===== config.mk =====
export PLATFORM = sky130hd
export DESIGN_NAME = rdbc_ctrl
export DESIGN_NICKNAME = d
export VERILOG_FILES = /design/src/rdbc_pkg.sv /design/src/rdbc_ctrl.sv
export SDC_FILE = /design/constraint.sdc
export NUM_CORES = 1
export LEC_CHECK = 0
export BUFFER_PORTS_ARGS = -buffer_cell sky130_fd_sc_hd__buf_2
export CELL_PAD_IN_SITES_DETAIL_PLACEMENT = 2
export CELL_PAD_IN_SITES_GLOBAL_PLACEMENT = 2
export CORE_ASPECT_RATIO = 0.7
export CORE_UTILIZATION = 25
export DETAILED_ROUTE_END_ITERATION = 10
export PLACE_DENSITY = 0.61
export RECOVER_POWER = 25
export SLEW_MARGIN = 20
export SYNTH_ARGS = -nofsm -noshare
export SYNTH_HDL_FRONTEND = slang
export SYNTH_SLANG_ARGS = --single-unit

===== constraint.sdc =====
create_clock -name sys_clk_i -period 7.55 [get_ports sys_clk_i]
set_input_delay 1.8875 -clock sys_clk_i [delete_from_list [all_inputs] [get_ports sys_clk_i]]
set_output_delay 1.8875 -clock sys_clk_i [all_outputs]
set_load 0.05 [all_outputs]

===== src/rdbc_pkg.sv =====
/*
 Package for the rate decimation and burst read control block:
 register offset, field positions, reset value, divide table.
 Assumes an 8-bit register access port on the same clock as the block.
*/
package rdbc_pkg;
   // ==========================================================
   // Register map
   localparam logic [7:0] CTRL_OFFSET      = 8'h30;
   localparam logic [7:0] CTRL_RESET       = 8'h00;
   localparam int         DIV_LSB          = 0;
   localparam int         WRAP_DIS_BIT     = 4;
   localparam int         WRAP_SEL_BIT     = 5;
   localparam int         RSVD_BIT         = 6;
   localparam int         BURST_BIT        = 7;
   // ==========================================================
   // Address pointer wrap points
   localparam logic [7:0] WRAP_TARGET      = 8'h0d;
   localparam logic [7:0] WRAP_LOW_END     = 8'h12;
   localparam logic [7:0] WRAP_HIGH_END    = 8'h14;
   // ==========================================================
   // Sample framing
   localparam logic [2:0] SAMPLE_BYTES     = 3'h6;
   localparam logic [5:0] BURST_MAX        = 6'h20;
   localparam logic [9:0] COUNT_RESET      = 10'h000;

   typedef struct packed {
      logic       burst;
      logic       wrap_sel;
      logic       wrap_dis;
      logic [3:0] rate_divide_select;
   } rdbc_ctrl_type;

   typedef struct packed {
      logic       wr;
      logic       rd;
      logic [7:0] addr;
      logic [7:0] wdata;
   } rdbc_bus_type;

   typedef enum logic [1:0] {
      ST_DIRECT = 2'b01,
      ST_DIVIDE = 2'b10
   } rdbc_state_type;

   typedef struct packed {
      rdbc_ctrl_type  ctrl;
      rdbc_state_type st;
      logic [9:0]     count;
      logic           out_stb;
      logic [7:0]     rdata;
      logic [7:0]     next_addr;
      logic [5:0]     samples;
   } rdbc_all_type;

   // Divide factor per code; zero means decimation off
   function automatic logic [9:0] rdbc_factor(input logic [3:0] c);
      case (c)
         4'h1:    rdbc_factor = 10'd2;
         4'h2:    rdbc_factor = 10'd4;
         4'h3:    rdbc_factor = 10'd5;
         4'h4:    rdbc_factor = 10'd8;
         4'h5:    rdbc_factor = 10'd10;
         4'h6:    rdbc_factor = 10'd16;
         4'h7:    rdbc_factor = 10'd20;
         4'h8:    rdbc_factor = 10'd40;
         4'h9:    rdbc_factor = 10'd67;
         4'ha:    rdbc_factor = 10'd80;
         4'hb:    rdbc_factor = 10'd100;
         4'hc:    rdbc_factor = 10'd200;
         4'hd:    rdbc_factor = 10'd250;
         4'he:    rdbc_factor = 10'd500;
         4'hf:    rdbc_factor = 10'd1000;
         default: rdbc_factor = 10'd0;
      endcase
   endfunction
endpackage


===== src/rdbc_ctrl.sv =====
/*
 Rate decimation and burst read control register with its decimator
 and the register address pointer advance logic.
 Assumes internal sample strobes, bus strokes and FIFO read count all
 come from logic on sys_clk_i, one cycle pulses.
*/
// Functional notes
// - FIFO, motion and interrupts use decimated strobe; filter uses raw
// - Decimation off at reset; applies over any internal rate
// - Codes 0..7: off, divide 2, 4, 5, 8, 10, 16, 20
// - Codes 8..15: divide 40, 67, 80, 100, 200, 250, 500, 1000
// - Disabled decimation gives output rate equal to internal rate
// - Wrap-disable zero wraps pointer, one plain increments
// - Wrap to 0x0D after 0x12, or after 0x14 when selected
// - Burst clear: one six byte sample; set: up to 32 samples
`timescale 1ns/1ps
module rdbc_ctrl (
   input  wire logic                  sys_clk_i,
   input  wire logic                  rst_i,
   input  wire rdbc_pkg::rdbc_bus_type bus_i,
   input  wire logic                  internal_sample_rate_i,
   input  wire logic [7:0]            ptr_addr_i,
   input  wire logic                  ptr_step_i,
   input  wire logic                  fifo_sample_done_i,
   input  wire logic                  xfer_start_i,
   input  wire logic [5:0]            read_count_i,
   output logic [7:0]                 rdata_o,
   output logic                       output_sample_rate_o,
   output logic [7:0]                 next_addr_o,
   output logic                       burst_end_o,
   output logic                       burst_mode_o
);
   import rdbc_pkg::*;

   rdbc_all_type s_q;
   rdbc_all_type s_d;
   logic [9:0]   factor;
   logic [7:0]   wrap_end;
   logic [5:0]   limit;
   logic         sel_change;

   // ==========================================================
   // Next state
   always_comb begin
      // =======================================================
      // Defaults
      // Hold every field; strobe is a one cycle pulse
      s_d         = s_q;
      s_d.out_stb = 1'b0;
      sel_change  = 1'b0;

      // =======================================================
      // Register write
      // Writes to any other offset are ignored
      if (bus_i.wr && bus_i.addr == CTRL_OFFSET) begin
         // Bit 6 is stored nowhere; it always reads zero
         s_d.ctrl.rate_divide_select = bus_i.wdata[DIV_LSB+:4];
         s_d.ctrl.wrap_dis = bus_i.wdata[WRAP_DIS_BIT];
         s_d.ctrl.wrap_sel = bus_i.wdata[WRAP_SEL_BIT];
         s_d.ctrl.burst    = bus_i.wdata[BURST_BIT];
         sel_change = bus_i.wdata[DIV_LSB+:4] !=
                      s_q.ctrl.rate_divide_select;
      end

      // =======================================================
      // Divide factor
      // Taken from the next value so a new code acts at once
      factor = rdbc_factor(s_d.ctrl.rate_divide_select);

      // =======================================================
      // Register read
      // Old value is returned when a write lands in the same cycle
      if (bus_i.rd && bus_i.addr == CTRL_OFFSET) begin
         s_d.rdata = {s_q.ctrl.burst, 1'b0, s_q.ctrl.wrap_sel,
                      s_q.ctrl.wrap_dis, s_q.ctrl.rate_divide_select};
      end else if (bus_i.rd) begin
         s_d.rdata = 8'h00;
      end

      // =======================================================
      // Decimator
      // Direct state echoes strobes; divide state counts them
      case (s_q.st)
         ST_DIRECT: begin
            s_d.out_stb = internal_sample_rate_i;
            if (factor != 10'd0) begin
               s_d.st    = ST_DIVIDE;
               s_d.count = COUNT_RESET;
               s_d.out_stb = 1'b0;
            end
         end
         ST_DIVIDE: begin
            if (factor == 10'd0) begin
               s_d.st = ST_DIRECT;
            end else if (sel_change) begin
               s_d.count = COUNT_RESET;
            end else if (internal_sample_rate_i) begin
               if (s_q.count == factor - 10'd1) begin
                  s_d.count   = COUNT_RESET;
                  s_d.out_stb = 1'b1;
               end else begin
                  s_d.count = s_q.count + 10'd1;
               end
            end
         end
         default: begin
            s_d.st    = ST_DIRECT;
            s_d.count = COUNT_RESET;
         end
      endcase

      // =======================================================
      // Address pointer advance
      // Wrap point follows the stored select bit only
      wrap_end = s_q.ctrl.wrap_sel ? WRAP_HIGH_END : WRAP_LOW_END;
      if (ptr_step_i) begin
         if (!s_q.ctrl.wrap_dis && ptr_addr_i == wrap_end) begin
            s_d.next_addr = WRAP_TARGET;
         end else begin
            s_d.next_addr = ptr_addr_i + 8'h01;
         end
      end

      // =======================================================
      // Burst sample count
      // Samples per FIFO read cycle; count of zero treated as one
      // Counts above the FIFO depth are clipped to it
      limit = 6'h01;
      if (s_q.ctrl.burst && read_count_i > 6'h01) begin
         limit = (read_count_i > BURST_MAX) ? BURST_MAX : read_count_i;
      end
      if (xfer_start_i) begin
         s_d.samples = 6'h00;
      end else if (fifo_sample_done_i && s_q.samples < limit) begin
         s_d.samples = s_q.samples + 6'h01;
      end
   end

   // ==========================================================
   // State register
   always_ff @(posedge sys_clk_i) begin
      if (rst_i) begin
         s_q.ctrl      <= rdbc_ctrl_type'(CTRL_RESET[6:0]);
         s_q.st        <= ST_DIRECT;
         s_q.count     <= COUNT_RESET;
         s_q.out_stb   <= 1'b0;
         s_q.rdata     <= 8'h00;
         s_q.next_addr <= WRAP_TARGET;
         s_q.samples   <= 6'h00;
      end else begin
         s_q <= s_d;
      end
   end

   // Limitation: the sample size of six bytes is framed by the host port
   logic end_q;
   always_ff @(posedge sys_clk_i) begin
      if (rst_i) begin
         end_q <= 1'b0;
      end else begin
         end_q <= !xfer_start_i && s_d.samples == limit;
      end
   end

   assign rdata_o              = s_q.rdata;
   assign output_sample_rate_o = s_q.out_stb;
   assign next_addr_o          = s_q.next_addr;
   assign burst_end_o          = end_q;
   assign burst_mode_o         = s_q.ctrl.burst;
endmodule


# Word-level counts from Yosys, hierarchy flattened
# Memories as Yosys holds them, arrays and structs flattened.
# Cells that the tools add are included.
[op_classes] n_addsub=4 magnitude_cmp=3 eq_ne=11 n_mux=20 reduce_logical=13
[op_table] operator="$mux 6" count=4
[op_table] operator="$mux 8" count=3
[op_table] operator="$pmux 12 s2" count=1
[op_table] operator="$mux 11" count=2
[op_table] operator="$mux 10" count=2
[op_table] operator="$mux 13" count=1
[op_table] operator="$add 10x1->10 const B" count=1
[op_table] operator="$eq 10x10->1" count=1
[op_table] operator="$logic_not 10->1" count=1
[op_table] operator="$reduce_bool 10->1" count=1
[op_table] operator="$sub 10x1->10 const B" count=1
[op_table] operator="$add 8x1->8 const B" count=1
[op_table] operator="$eq 8x5->1" count=1
[op_table] operator="$eq 8x6->1 const B" count=1
[op_table] operator="$add 6x1->6 const B" count=1
[op_table] operator="$eq 6x6->1" count=1
[op_table] operator="$gt 6x1->1 const B" count=1
[op_table] operator="$gt 6x6->1 const B" count=1
[op_table] operator="$logic_and 1x1->1" count=6
[op_table] operator="$lt 6x6->1" count=1
[op_table] operator="$ne 2x2->1 const B" count=3
[op_table] operator="$mux 4" count=1
[op_table] operator="$ne 4x4->1" count=1
[op_table] operator="$mux 1" count=3
[op_table] operator="other kinds (10)" count=11
[word_totals] regBits=42 rom_bits=160 in_bits=38 output_inout_bits=19 wordCells=63 mem_count=1
[mem_list] memory="(no name shown)" words=16 width=10 read_ports=1 rd_clocked_by_memory_dff=0 wr=0 line_no="rdbc_pkg.sv:58" text="case (c)"

# Logic depth before layout (Yosys ltp)
# Gate-level depths: netlist (run 1).
# An unclocked memory read counts as a cell.
[logic_depth] word_depth=11 depth_mapped=19 mapped_depth_nobuf=17

# Worst setup path before layout (run 1)
# Ideal clock, no wire load.
[synth_timing] path_type="input port to flip-flop" startpoint="input port bus_i[9] (netlist name)" endpoint="register s_q[25] (netlist name)" arrival_time_ps=5599 t_required_ps=7422 path_slack_ps=1823 cell_stages=18 cell_sequence="nor4_4 > nand3_1 > mux2i_1 > inv_1 > ha_1 > inv_1 > nor3_1 > o21ai_0 > ha_1 > inv_1 > a211oi_2 > xnor3_1 > or4b_4 > a211oi_4 > a311oi_2 > buf_6 > a21oi_1 > a31oi_1"
[synth_lines] element="start: declaration" line_no="rdbc_ctrl.sv:20" text="input wire rdbc_pkg::rdbc_bus_type bus_i,"
[synth_lines] element="end: declaration" line_no="rdbc_ctrl.sv:35" text="rdbc_all_type s_q;"

==> results of run 1 <==
## worst paths after layout
check / from / to / slack (ns)
worst max-delay path: bus_i[9] / s_q[24] / 1.18
worst min-delay path: next_addr_o[3] / next_addr_o[3] / 0.50
worst max register to register: s_q[35] / s_q[24] / 3.49
worst min register to register: next_addr_o[3] / next_addr_o[3] / 0.50
## placed cells by master (no fill, tap or decap), types with 13 or more instances in the layout
master,n
xnor2_1,16
clkbuf_1,15
ha_1,15
buf_2,39
nand2_1,33
dfxtp_1,42
nor2_1,46
o21ai_0,13
nand2b_1,15
inv_1,14
a21oi_1,27
## layout make-up
| cell class | count | area share |
|---|---|---|
| Clock inverter | 3 | 0.0108 |
| Timing Repair Buffer | 58 | 0.0761 |
| Inverter | 14 | 0.0142 |
| Tap cell | 162 | 0.0548 |
| Clock buffer | 5 | 0.0338 |
| Multi-Input combinational cell | 314 | 0.583 |
| Sequential cell | 42 | 0.227 |
## sequential cells by signal (all words and copies together), names as in the netlist
| register | flops |
|---|---|
| s_q | 24 |
| next_addr_o | 8 |
| rdata_o | 7 |
| burst_end_o | 1 |
| burst_mode_o | 1 |
| output_sample_rate_o | 1 |
## kinds of logic (layout without fill, tap and decap cells)
group	Yosys count	after routing	synth area share
AND/OR/NAND/NOR	160	160	0.264
AO/OA/AOI/OAI	100	100	0.223
buffers and inverters	48	80	0.0792
flip-flops	42	42	0.258
XOR/XNOR	30	30	0.0896
adder cells (fa/ha/maj)	15	15	0.0577
multiplexers	8	8	0.0265
other	1	1	0.00115
## power groups by stage
| stage | Combinational, mW | Sequential (mW) | Clock (mW) |
|---|---|---|---|
| floorplan | 0.0425 | 0.235 | 0 |
| global placement | 0.0662 | 0.233 | 0 |
| detailed placement | 0.0675 | 0.233 | 0 |
| CTS | 0.0678 | 0.228 | 0.254 |
| global route | 0.0725 | 0.228 | 0.266 |
| finish | 0.0659 | 0.228 | 0.248 |
## critical path: cells and delay by family
| family | cells | cell delay, ns |
|---|---|---|
| buffers and inverters | 5 | 0.63 |
| XOR/XNOR | 1 | 0.25 |
| multiplexers | 1 | 0.53 |
| adder cells (fa/ha/maj) | 2 | 0.65 |
| AO/OA/AOI/OAI | 4 | 1.02 |
| AND/OR/NAND/NOR | 6 | 1.51 |
## cells in the mapped netlist, types with 5 or more instances
cell      instances  area (µm²)
a31oi_1          10        62.6
or3_1             5        31.3
o21ai_0          13        65.1
a21oi_1          27         135
clkbuf_1         13        48.8
nand2_1          33         124
dfxtp_1          42         841
xor2_1           12         105
inv_1            14        52.6
nand3_1          11        55.1
nand2b_1         15        93.8
xnor2_1          16         140
mux2i_1           6        60.1
a22oi_1           6        45.0
nor2_1           46         173
nand4_1           6        37.5
nor2b_1          10        62.6
nor4_1            5        31.3
ha_1             15         188
buf_4            16         120
and3_1            5        31.3
## layer usage
metal,vias to the layer above,share of wire,global-route usage
li1,1492,-,-
met1,1463,0.55,0.234
met2,48,0.41,0.240
met3,4,0.036,0.0340
met4,0,0.0054,0.0277
met5,-,0,0
## metrics by stage
step	setup WS [ns]	cell area, µm²	hold slack (ns)
after floorplan	1.82	3250	0.450
after global placement	1.03	3550	0.472
after detailed placement	0.856	3550	0.483
after CTS	1.14	3720	0.507
after global routing	0.820	3700	0.532
final	1.18	3700	0.495
==> flow_metrics.py, run 1 <==
metrics = {
    "floorplanning": {
        "rows": 34,
        "die_height_um": 97.4,
        "fp.coreArea_um2": 12500,
        "dieWidth_um": 138,
        "die_area_um2": 13500,
        "start_util": 0.259,
        "ioPinCount": 57,
    },
    "pwr": {
        "seq_power_share": 0.421,
        "power_density_nw_per_um2": 146,
        "p_comb_frac": 0.122,
        "ir_worst_vdd_uv": 76.1,
        "switching_share": 0.258,
        "leakagePower_nw": 1.47,
        "finalPower_mw": 0.541,
        "power_frac_clock": 0.457,
        "p_switching_mw": 0.140,
        "internal_power_mw": 0.402,
    },
    "layout": {
        "nFillCells": 1475,
        "multiInputGateArea_um2": 2150,
        "stdcell_count": 598,
        "register_area_um2": 841,
        "fin_util": 0.295,
        "area_growth_pct": 13.7,
        "drive_above_1_share": 0.174,
        "nets": 488,
        "insertedDiodeCount": 0,
    },
    "worst_setup_path": {
        "crit_path_top_delay_cell": "or4b_4",
        "crit_chain": "buf_2, nor4_4, buf_4, nand3_1, mux2i_1, inv_1, ha_1, inv_1, nor3_1, o21ai_0, ha_1, inv_1, a211oi_2, xnor3_1, or4b_4, a211oi_4, nand4_1, a32oi_1, nor2_1",
        "cp.required_ns": 7.67,
        "worstPathArrival_ns": 6.49,
        "start_kind": "input pin",
        "endpoint_kind": "flip-flop",
        "timing_worst_setup_path_type": "in2reg",
        "crit_fanout": 9,
        "rr_worst_depth": 15,
        "path_common_cell": "inv_1",
        "max_stage_delay_ns": 0.55,
    },
    "run_status": {
        "violations": "DRC",
        "run_status": "complete, but fails checks",
    },
    "place": {
        "port_buffers": 54,
        "place.gp.congestion": 0.778,
        "place_hpwl_um": 8200,
        "dp.cells": 590,
    },
    "timing": {
        "max_freq_ghz": 0.157,
        "worstMarginPinSlew_ns": 1.47,
        "drv_slew": 0,
        "period_needed_ns": 6.37,
        "tns_ns": 0,
        "setup_viol": 0,
        "rsz0062_at_grt": "false",
        "clock_skew_ns": 0.00668,
        "hold_viol_final": 0,
        "maxSlewHeadroom": 0.0198,
        "fin_crit_sh": 0.844,
    },
    "global_route": {
        "grt_max_degree": 32,
        "antenna_found_initial": 0,
        "overflow": 0,
        "grt.total_usage": 0.160,
        "grt_pass1_wl_um": 17100,
        "grt_pass1_vias": 3225,
    },
    "cts": {
        "post_cts_hold_buffer_count": 0,
        "worstSkewPairLatency_ns": 0.29,
        "root_buffer": "clkbuf_16",
        "cts_buffer_depth": 2,
        "cts-htree-levels": 2,
        "cts_num_sinks": 42,
        "cts-resized-gates": 0,
        "cts_tree": "built",
        "cts_setup_buffers": 0,
        "clkTransAtPathRegs_ns": 0.06,
        "cts_made_buffers": 5,
    },
    "drt": {
        "drt_iter0_drc": 89,
        "drtPass1Iterations": 7,
        "wl_um": 10200,
        "antenna_left": 0,
        "avgRoutedWirePerCell_um": 17.1,
        "vias": 3007,
        "drcViolationCount": 15,
        "via_per_inst": 5.03,
    },
    "hold_path": {
        "min_path_type": "reg2reg",
        "hold-path-cell-count": 2,
    },
    "yosys": {
        "syn_nets": 457,
        "syn_area_per_cell_um2": 8.05,
        "synth_seq_cells": 42,
        "yosysWarningCount": 0,
        "seq_area_frac_synth": 0.258,
        "ys_async_sr_fraction": 0,
        "ys.flop_type": "dfxtp_1",
        "syn_inst": 404,
        "synth_area_um2": 3250,
        "yosys.cell_types.count": 74,
        "synth-edff-count": 0,
    },
    "flow_run": {
        "maxCapViolCount": 0,
    },
}
No activity file was read; power rests on OpenSTA's default activity.
==> inputs of run 2 (changes only) <==
Clock period 7.55 ns to 6 ns, I/O delays scaled along.
==> run 2 against run 1 <==
  * The flow still finishes with violations (DRC)
  * Critical path type unchanged
  * Critical endpoint is now s_q[30]
  * Cell count grew 0.17%
  * Routed wire length is 7.4% higher
  * Core utilization about the same
  * Highest routed layer unchanged
  * Sequential power rose by 26%
  * Largest power group is now registers
==> flow_metrics.py, run 2 (synthesis results as in run 1) <==
metrics = {
    "drt": {
        "drt_iter0_drc": 122,
        "drcViolationCount": 15,
        "via_per_inst": 5.18,
        "vias": 3100,
        "avgRoutedWirePerCell_um": 18.3,
        "wl_um": 11000,
        "drtPass1Iterations": 9,
        "antenna_left": 0,
    },
    "layout": {
        "insertedDiodeCount": 0,
        "stdcell_count": 599,
        "drive_above_1_share": 0.181,
        "largest_reg_flops": 24,
        "design_area_um2": 3700,
        "nets": 491,
        "regMostFlops": "s_q",
        "layout_commonest_cell": "nor2_1",
        "fin_util": 0.295,
        "mostFrequentLayoutCells": "46 x nor2_1, 42 x dfxtp_1, 40 x buf_2",
        "area_growth_pct": 13.7,
    },
    "place": {
        "port_buffers": 54,
        "placed_area_um2": 3570,
        "place.gp.congestion": 0.818,
        "dp.cells": 593,
        "place_hpwl_um": 8650,
        "post-place-ws_ns": 0.0942,
    },
    "cts": {
        "root_buffer": "clkbuf_16",
        "cts_num_sinks": 42,
        "cts-htree-levels": 2,
        "clkTransAtPathRegs_ns": 0.06,
        "worstSkewPairLatency_ns": 0.29,
        "cts_made_buffers": 5,
        "cts_buffer_depth": 2,
        "cts_tree": "built",
    },
    "hold_path": {
        "min-delay-start": "s_q[39]",
        "min_path_type": "reg2reg",
        "hold-path-cell-count": 2,
        "hold-path-endpoint": "s_q[39]",
    },
    "global_route": {
        "antenna_found_initial": 0,
        "grt.total_usage": 0.173,
        "grt_pass1_wl_um": 18300,
        "overflow": 0,
        "grt_max_degree": 32,
        "grt_pass1_vias": 3395,
    },
    "worst_setup_path": {
        "rr_worst_depth": 16,
        "r2r_end": "s_q[30]",
        "crit_fanout": 13,
        "worstPathArrival_ns": 5.69,
        "critPathLaunch": "bus_i[15]",
        "ff2ff_setup_slack_ns": 2.04,
        "start_kind": "input pin",
        "cp.required_ns": 6.15,
        "reg2reg_from": "s_q[36]",
        "timing_worst_setup_path_type": "in2reg",
        "endpoint_kind": "flip-flop",
    },
    "floorplanning": {
        "dieWidth_um": 138,
        "die_height_um": 97.4,
        "start_util": 0.259,
        "rows": 34,
        "ioPinCount": 57,
        "fp.coreArea_um2": 12500,
        "die_area_um2": 13500,
    },
    "timing": {
        "clock_skew_ns": 0.00296,
        "timing.hold.ws_ns": 0.506,
        "maxSlewHeadroom": 0.473,
        "setup_viol": 0,
        "hold_viol_final": 0,
        "timing.final.ws_setup_ns": 0.469,
        "tns_ns": 0,
        "drv_slew": 0,
        "max_freq_ghz": 0.181,
        "worstMarginPinSlew_ns": 0.781,
        "fin_crit_sh": 0.922,
        "period_needed_ns": 5.53,
    },
    "pwr": {
        "ir_worst_vdd_uv": 98.5,
        "leakagePower_nw": 1.47,
        "finalPower_mw": 0.644,
        "power_density_nw_per_um2": 174,
    },
    "flow_run": {
        "maxCapViolCount": 0,
    },
    "run_status": {
        "run_status": "complete, but fails checks",
        "violations": "DRC",
    },
}
run 2: how the worst max path moves through the flow:
stage | to | cells past startpoint
finish | s_q[30] | 19
global route | s_q[24] | 18
CTS | s_q[30] | 19
detailed placement | s_q[25] | 19
global placement | s_q[25] | 19
floorplan | s_q[25] | 18
run 2: where the power goes:
| part | leakage [nW] | internal, mW | switching [mW] |
|---|---|---|---|
| logic | 1.06 | 0.0268 | 0.0581 |
| clock network | 0.0688 | 0.161 | 0.111 |
| registers | 0.340 | 0.284 | 0.00322 |
run 2: layout make-up:
class	count	area, µm²
fill	1451	8850
sequential	42	841
multi-input combinational	314	2160
clock buffer	6	139
inverter	14	52.6
tap	162	203
timing repair buffer	61	305
run 2: critical path: stages:
cell,delay (ns)
buf_2,0.10
nor4bb_1,0.48
nand3_2,0.32
mux2i_1,0.30
inv_1,0.10
ha_1,0.21
inv_1,0.08
nor3_1,0.05
o21ai_0,0.41
ha_1,0.34
xnor2_1,0.18
a21oi_1,0.09
a211oi_1,0.27
or4b_4,0.51
a211oi_4,0.22
a311oi_2,0.12
buf_4,0.20
a21oi_2,0.16
a31oi_1,0.05
run 2: what timing repair did:
action,in CTS,in global routing
hold buffers,0,0
gates resized for setup,0,1
buffers inserted,0,0
setup endpoints to repair,0,3
run 2: per-layer routing:
metal  part of all wire  global-route usage
met1               0.53               0.251
met2               0.42               0.265
met3              0.037              0.0306
met4             0.0074              0.0328
met5                  0                   0
==> inputs of run 3 (changes only) <==
Settings changed: GPL_TIMING_DRIVEN set to 0.
==> run 3 against run 2 <==
  * The flow still finishes with violations (DRC)
  * Hold slack is essentially flat
  * Routed wire length down 0.67%
  * Global-route usage fell by 0.24 points
  * Clock skew rose by 0.0011 ns
  * Cell count up 4.5%
  * Critical path type unchanged
  * Largest cell class unchanged
  * Largest power group is now the clock network
==> flow_metrics.py, run 3 (synthesis results as in run 1) <==
metrics = {
    "layout": {
        "insertedDiodeCount": 0,
        "fin_util": 0.311,
        "layout_commonest_cell": "nor2_1",
        "design_area_um2": 3910,
        "area_growth_pct": 20.2,
        "stdcell_count": 626,
        "drive_above_1_share": 0.196,
        "mostFrequentLayoutCells": "46 x nor2_1, 42 x dfxtp_1, 38 x buf_2",
        "regMostFlops": "s_q",
        "largest_reg_flops": 24,
        "nets": 516,
    },
    "place": {
        "port_buffers": 51,
        "post-place-ws_ns": -0.551,
        "dp.cells": 617,
        "place.gp.congestion": 0.768,
        "place_hpwl_um": 8740,
        "placed_area_um2": 3710,
    },
    "floorplanning": {
        "die_area_um2": 13500,
        "fp.coreArea_um2": 12500,
        "ioPinCount": 57,
        "start_util": 0.259,
        "dieWidth_um": 138,
        "rows": 34,
        "die_height_um": 97.4,
    },
    "pwr": {
        "ir_worst_vdd_uv": 87.7,
        "p_switching_mw": 0.175,
        "finalPower_mw": 0.687,
        "seq_power_share": 0.417,
        "leakagePower_nw": 1.55,
        "power_density_nw_per_um2": 176,
        "switching_share": 0.255,
        "internal_power_mw": 0.512,
        "power_frac_clock": 0.449,
        "p_comb_frac": 0.133,
    },
    "global_route": {
        "grt_max_degree": 13,
        "grt_pass1_vias": 3372,
        "grt.total_usage": 0.170,
        "antenna_found_initial": 0,
        "grt_pass1_wl_um": 18000,
        "overflow": 0,
    },
    "worst_setup_path": {
        "critPathLaunch": "bus_i[15]",
        "timing_worst_setup_path_type": "in2reg",
        "start_kind": "input pin",
        "crit_fanout": 10,
        "ff2ff_setup_slack_ns": 1.96,
        "r2r_end": "s_q[30]",
        "endpoint_kind": "flip-flop",
        "cp.required_ns": 6.15,
        "worstPathArrival_ns": 5.66,
        "reg2reg_from": "s_q[36]",
        "rr_worst_depth": 17,
    },
    "cts": {
        "cts_tree": "built",
        "cts_made_buffers": 5,
        "worstSkewPairLatency_ns": 0.29,
        "cts_num_sinks": 42,
        "cts-htree-levels": 2,
        "post_cts_hold_buffer_count": 0,
        "root_buffer": "clkbuf_16",
        "cts_buffer_depth": 2,
        "clkTransAtPathRegs_ns": 0.06,
    },
    "timing": {
        "hold_viol_final": 0,
        "worstMarginPinSlew_ns": 0.941,
        "rsz0062_at_grt": "false",
        "tns_ns": 0,
        "max_freq_ghz": 0.182,
        "fin_crit_sh": 0.918,
        "drv_slew": 0,
        "period_needed_ns": 5.51,
        "timing.final.ws_setup_ns": 0.493,
        "clock_skew_ns": 0.00411,
        "maxSlewHeadroom": 0.365,
        "timing.hold.ws_ns": 0.505,
        "setup_viol": 0,
    },
    "hold_path": {
        "min_path_type": "reg2reg",
        "hold-path-endpoint": "next_addr_o[2]",
        "min-delay-start": "next_addr_o[2]",
        "hold-path-cell-count": 2,
    },
    "run_status": {
        "violations": "DRC",
        "run_status": "complete, but fails checks",
    },
    "drt": {
        "drtPass1Iterations": 8,
        "antenna_left": 0,
        "vias": 3120,
        "drcViolationCount": 16,
        "avgRoutedWirePerCell_um": 17.4,
        "drt_iter0_drc": 132,
        "wl_um": 10900,
        "via_per_inst": 4.98,
    },
    "flow_run": {
        "maxCapViolCount": 0,
    },
}
==> run 3: cell count changes in the layout (fill, tap and decap cells not counted), sizes merged <==
cell	change
clkbuf	+15
buf	+11
bufinv	+1
==> run 3: what timing repair did <==
item                                    CTS  global route
resized for setup                         3             5
endpoints found under the setup margin   11            11
setup buffers                             1             0
pin swaps                                 1             0
==> run 3: worst max-delay path by stage <==
stage	endpoint	depth (start not counted)
2_1_floorplan	s_q[25]	18
3_3_place_gp	s_q[25]	19
3_5_place_dp	s_q[28]	18
4_1_cts	s_q[28]	19
5_1_grt	s_q[25]	20
6_report	s_q[30]	20
==> run 3: critical path, stage by stage <==
cell and delay, ns:
buf_2 0.10, nor4bb_1 0.29, buf_2 0.28, nand3_4 0.21, mux2i_4 0.29, inv_1 0.13
ha_1 0.26, inv_1 0.08, nor3_1 0.20, o21ai_1 0.16, ha_1 0.31, xnor2_1 0.17
and3_1 0.19, a211oi_1 0.17, or4b_4 0.50, a211oi_4 0.22, a311oi_2 0.21, buf_6 0.20
a21oi_2 0.13, a31oi_1 0.05
==> run 3: area by class of cell <==
class,instances,area [µm²]
well taps,162,203
inverters,14,52.6
flip-flops and latches,42,841
plain buffers,34,205
repair buffers,52,244
fillers,1468,8640
multi-input cells,314,2200
clock inverters,1,30.0
clock buffers,7,133
==> run 3: power by group through the flow <==
stage               clock (mW)  combinational (mW)  sequential, mW
global placement             0              0.0893           0.293
finish                   0.309              0.0915           0.287
CTS                      0.321              0.0924           0.287
floorplan                    0              0.0535           0.295
global route             0.332              0.0999           0.287
detailed placement           0              0.0914           0.293
==> run 3: per-layer routing <==
metal / GRT usage / share of wire
met5: 0 / 0
met4: 0.0458 / 0.0081
met1: 0.247 / 0.54
met3: 0.0315 / 0.037
met2: 0.255 / 0.42
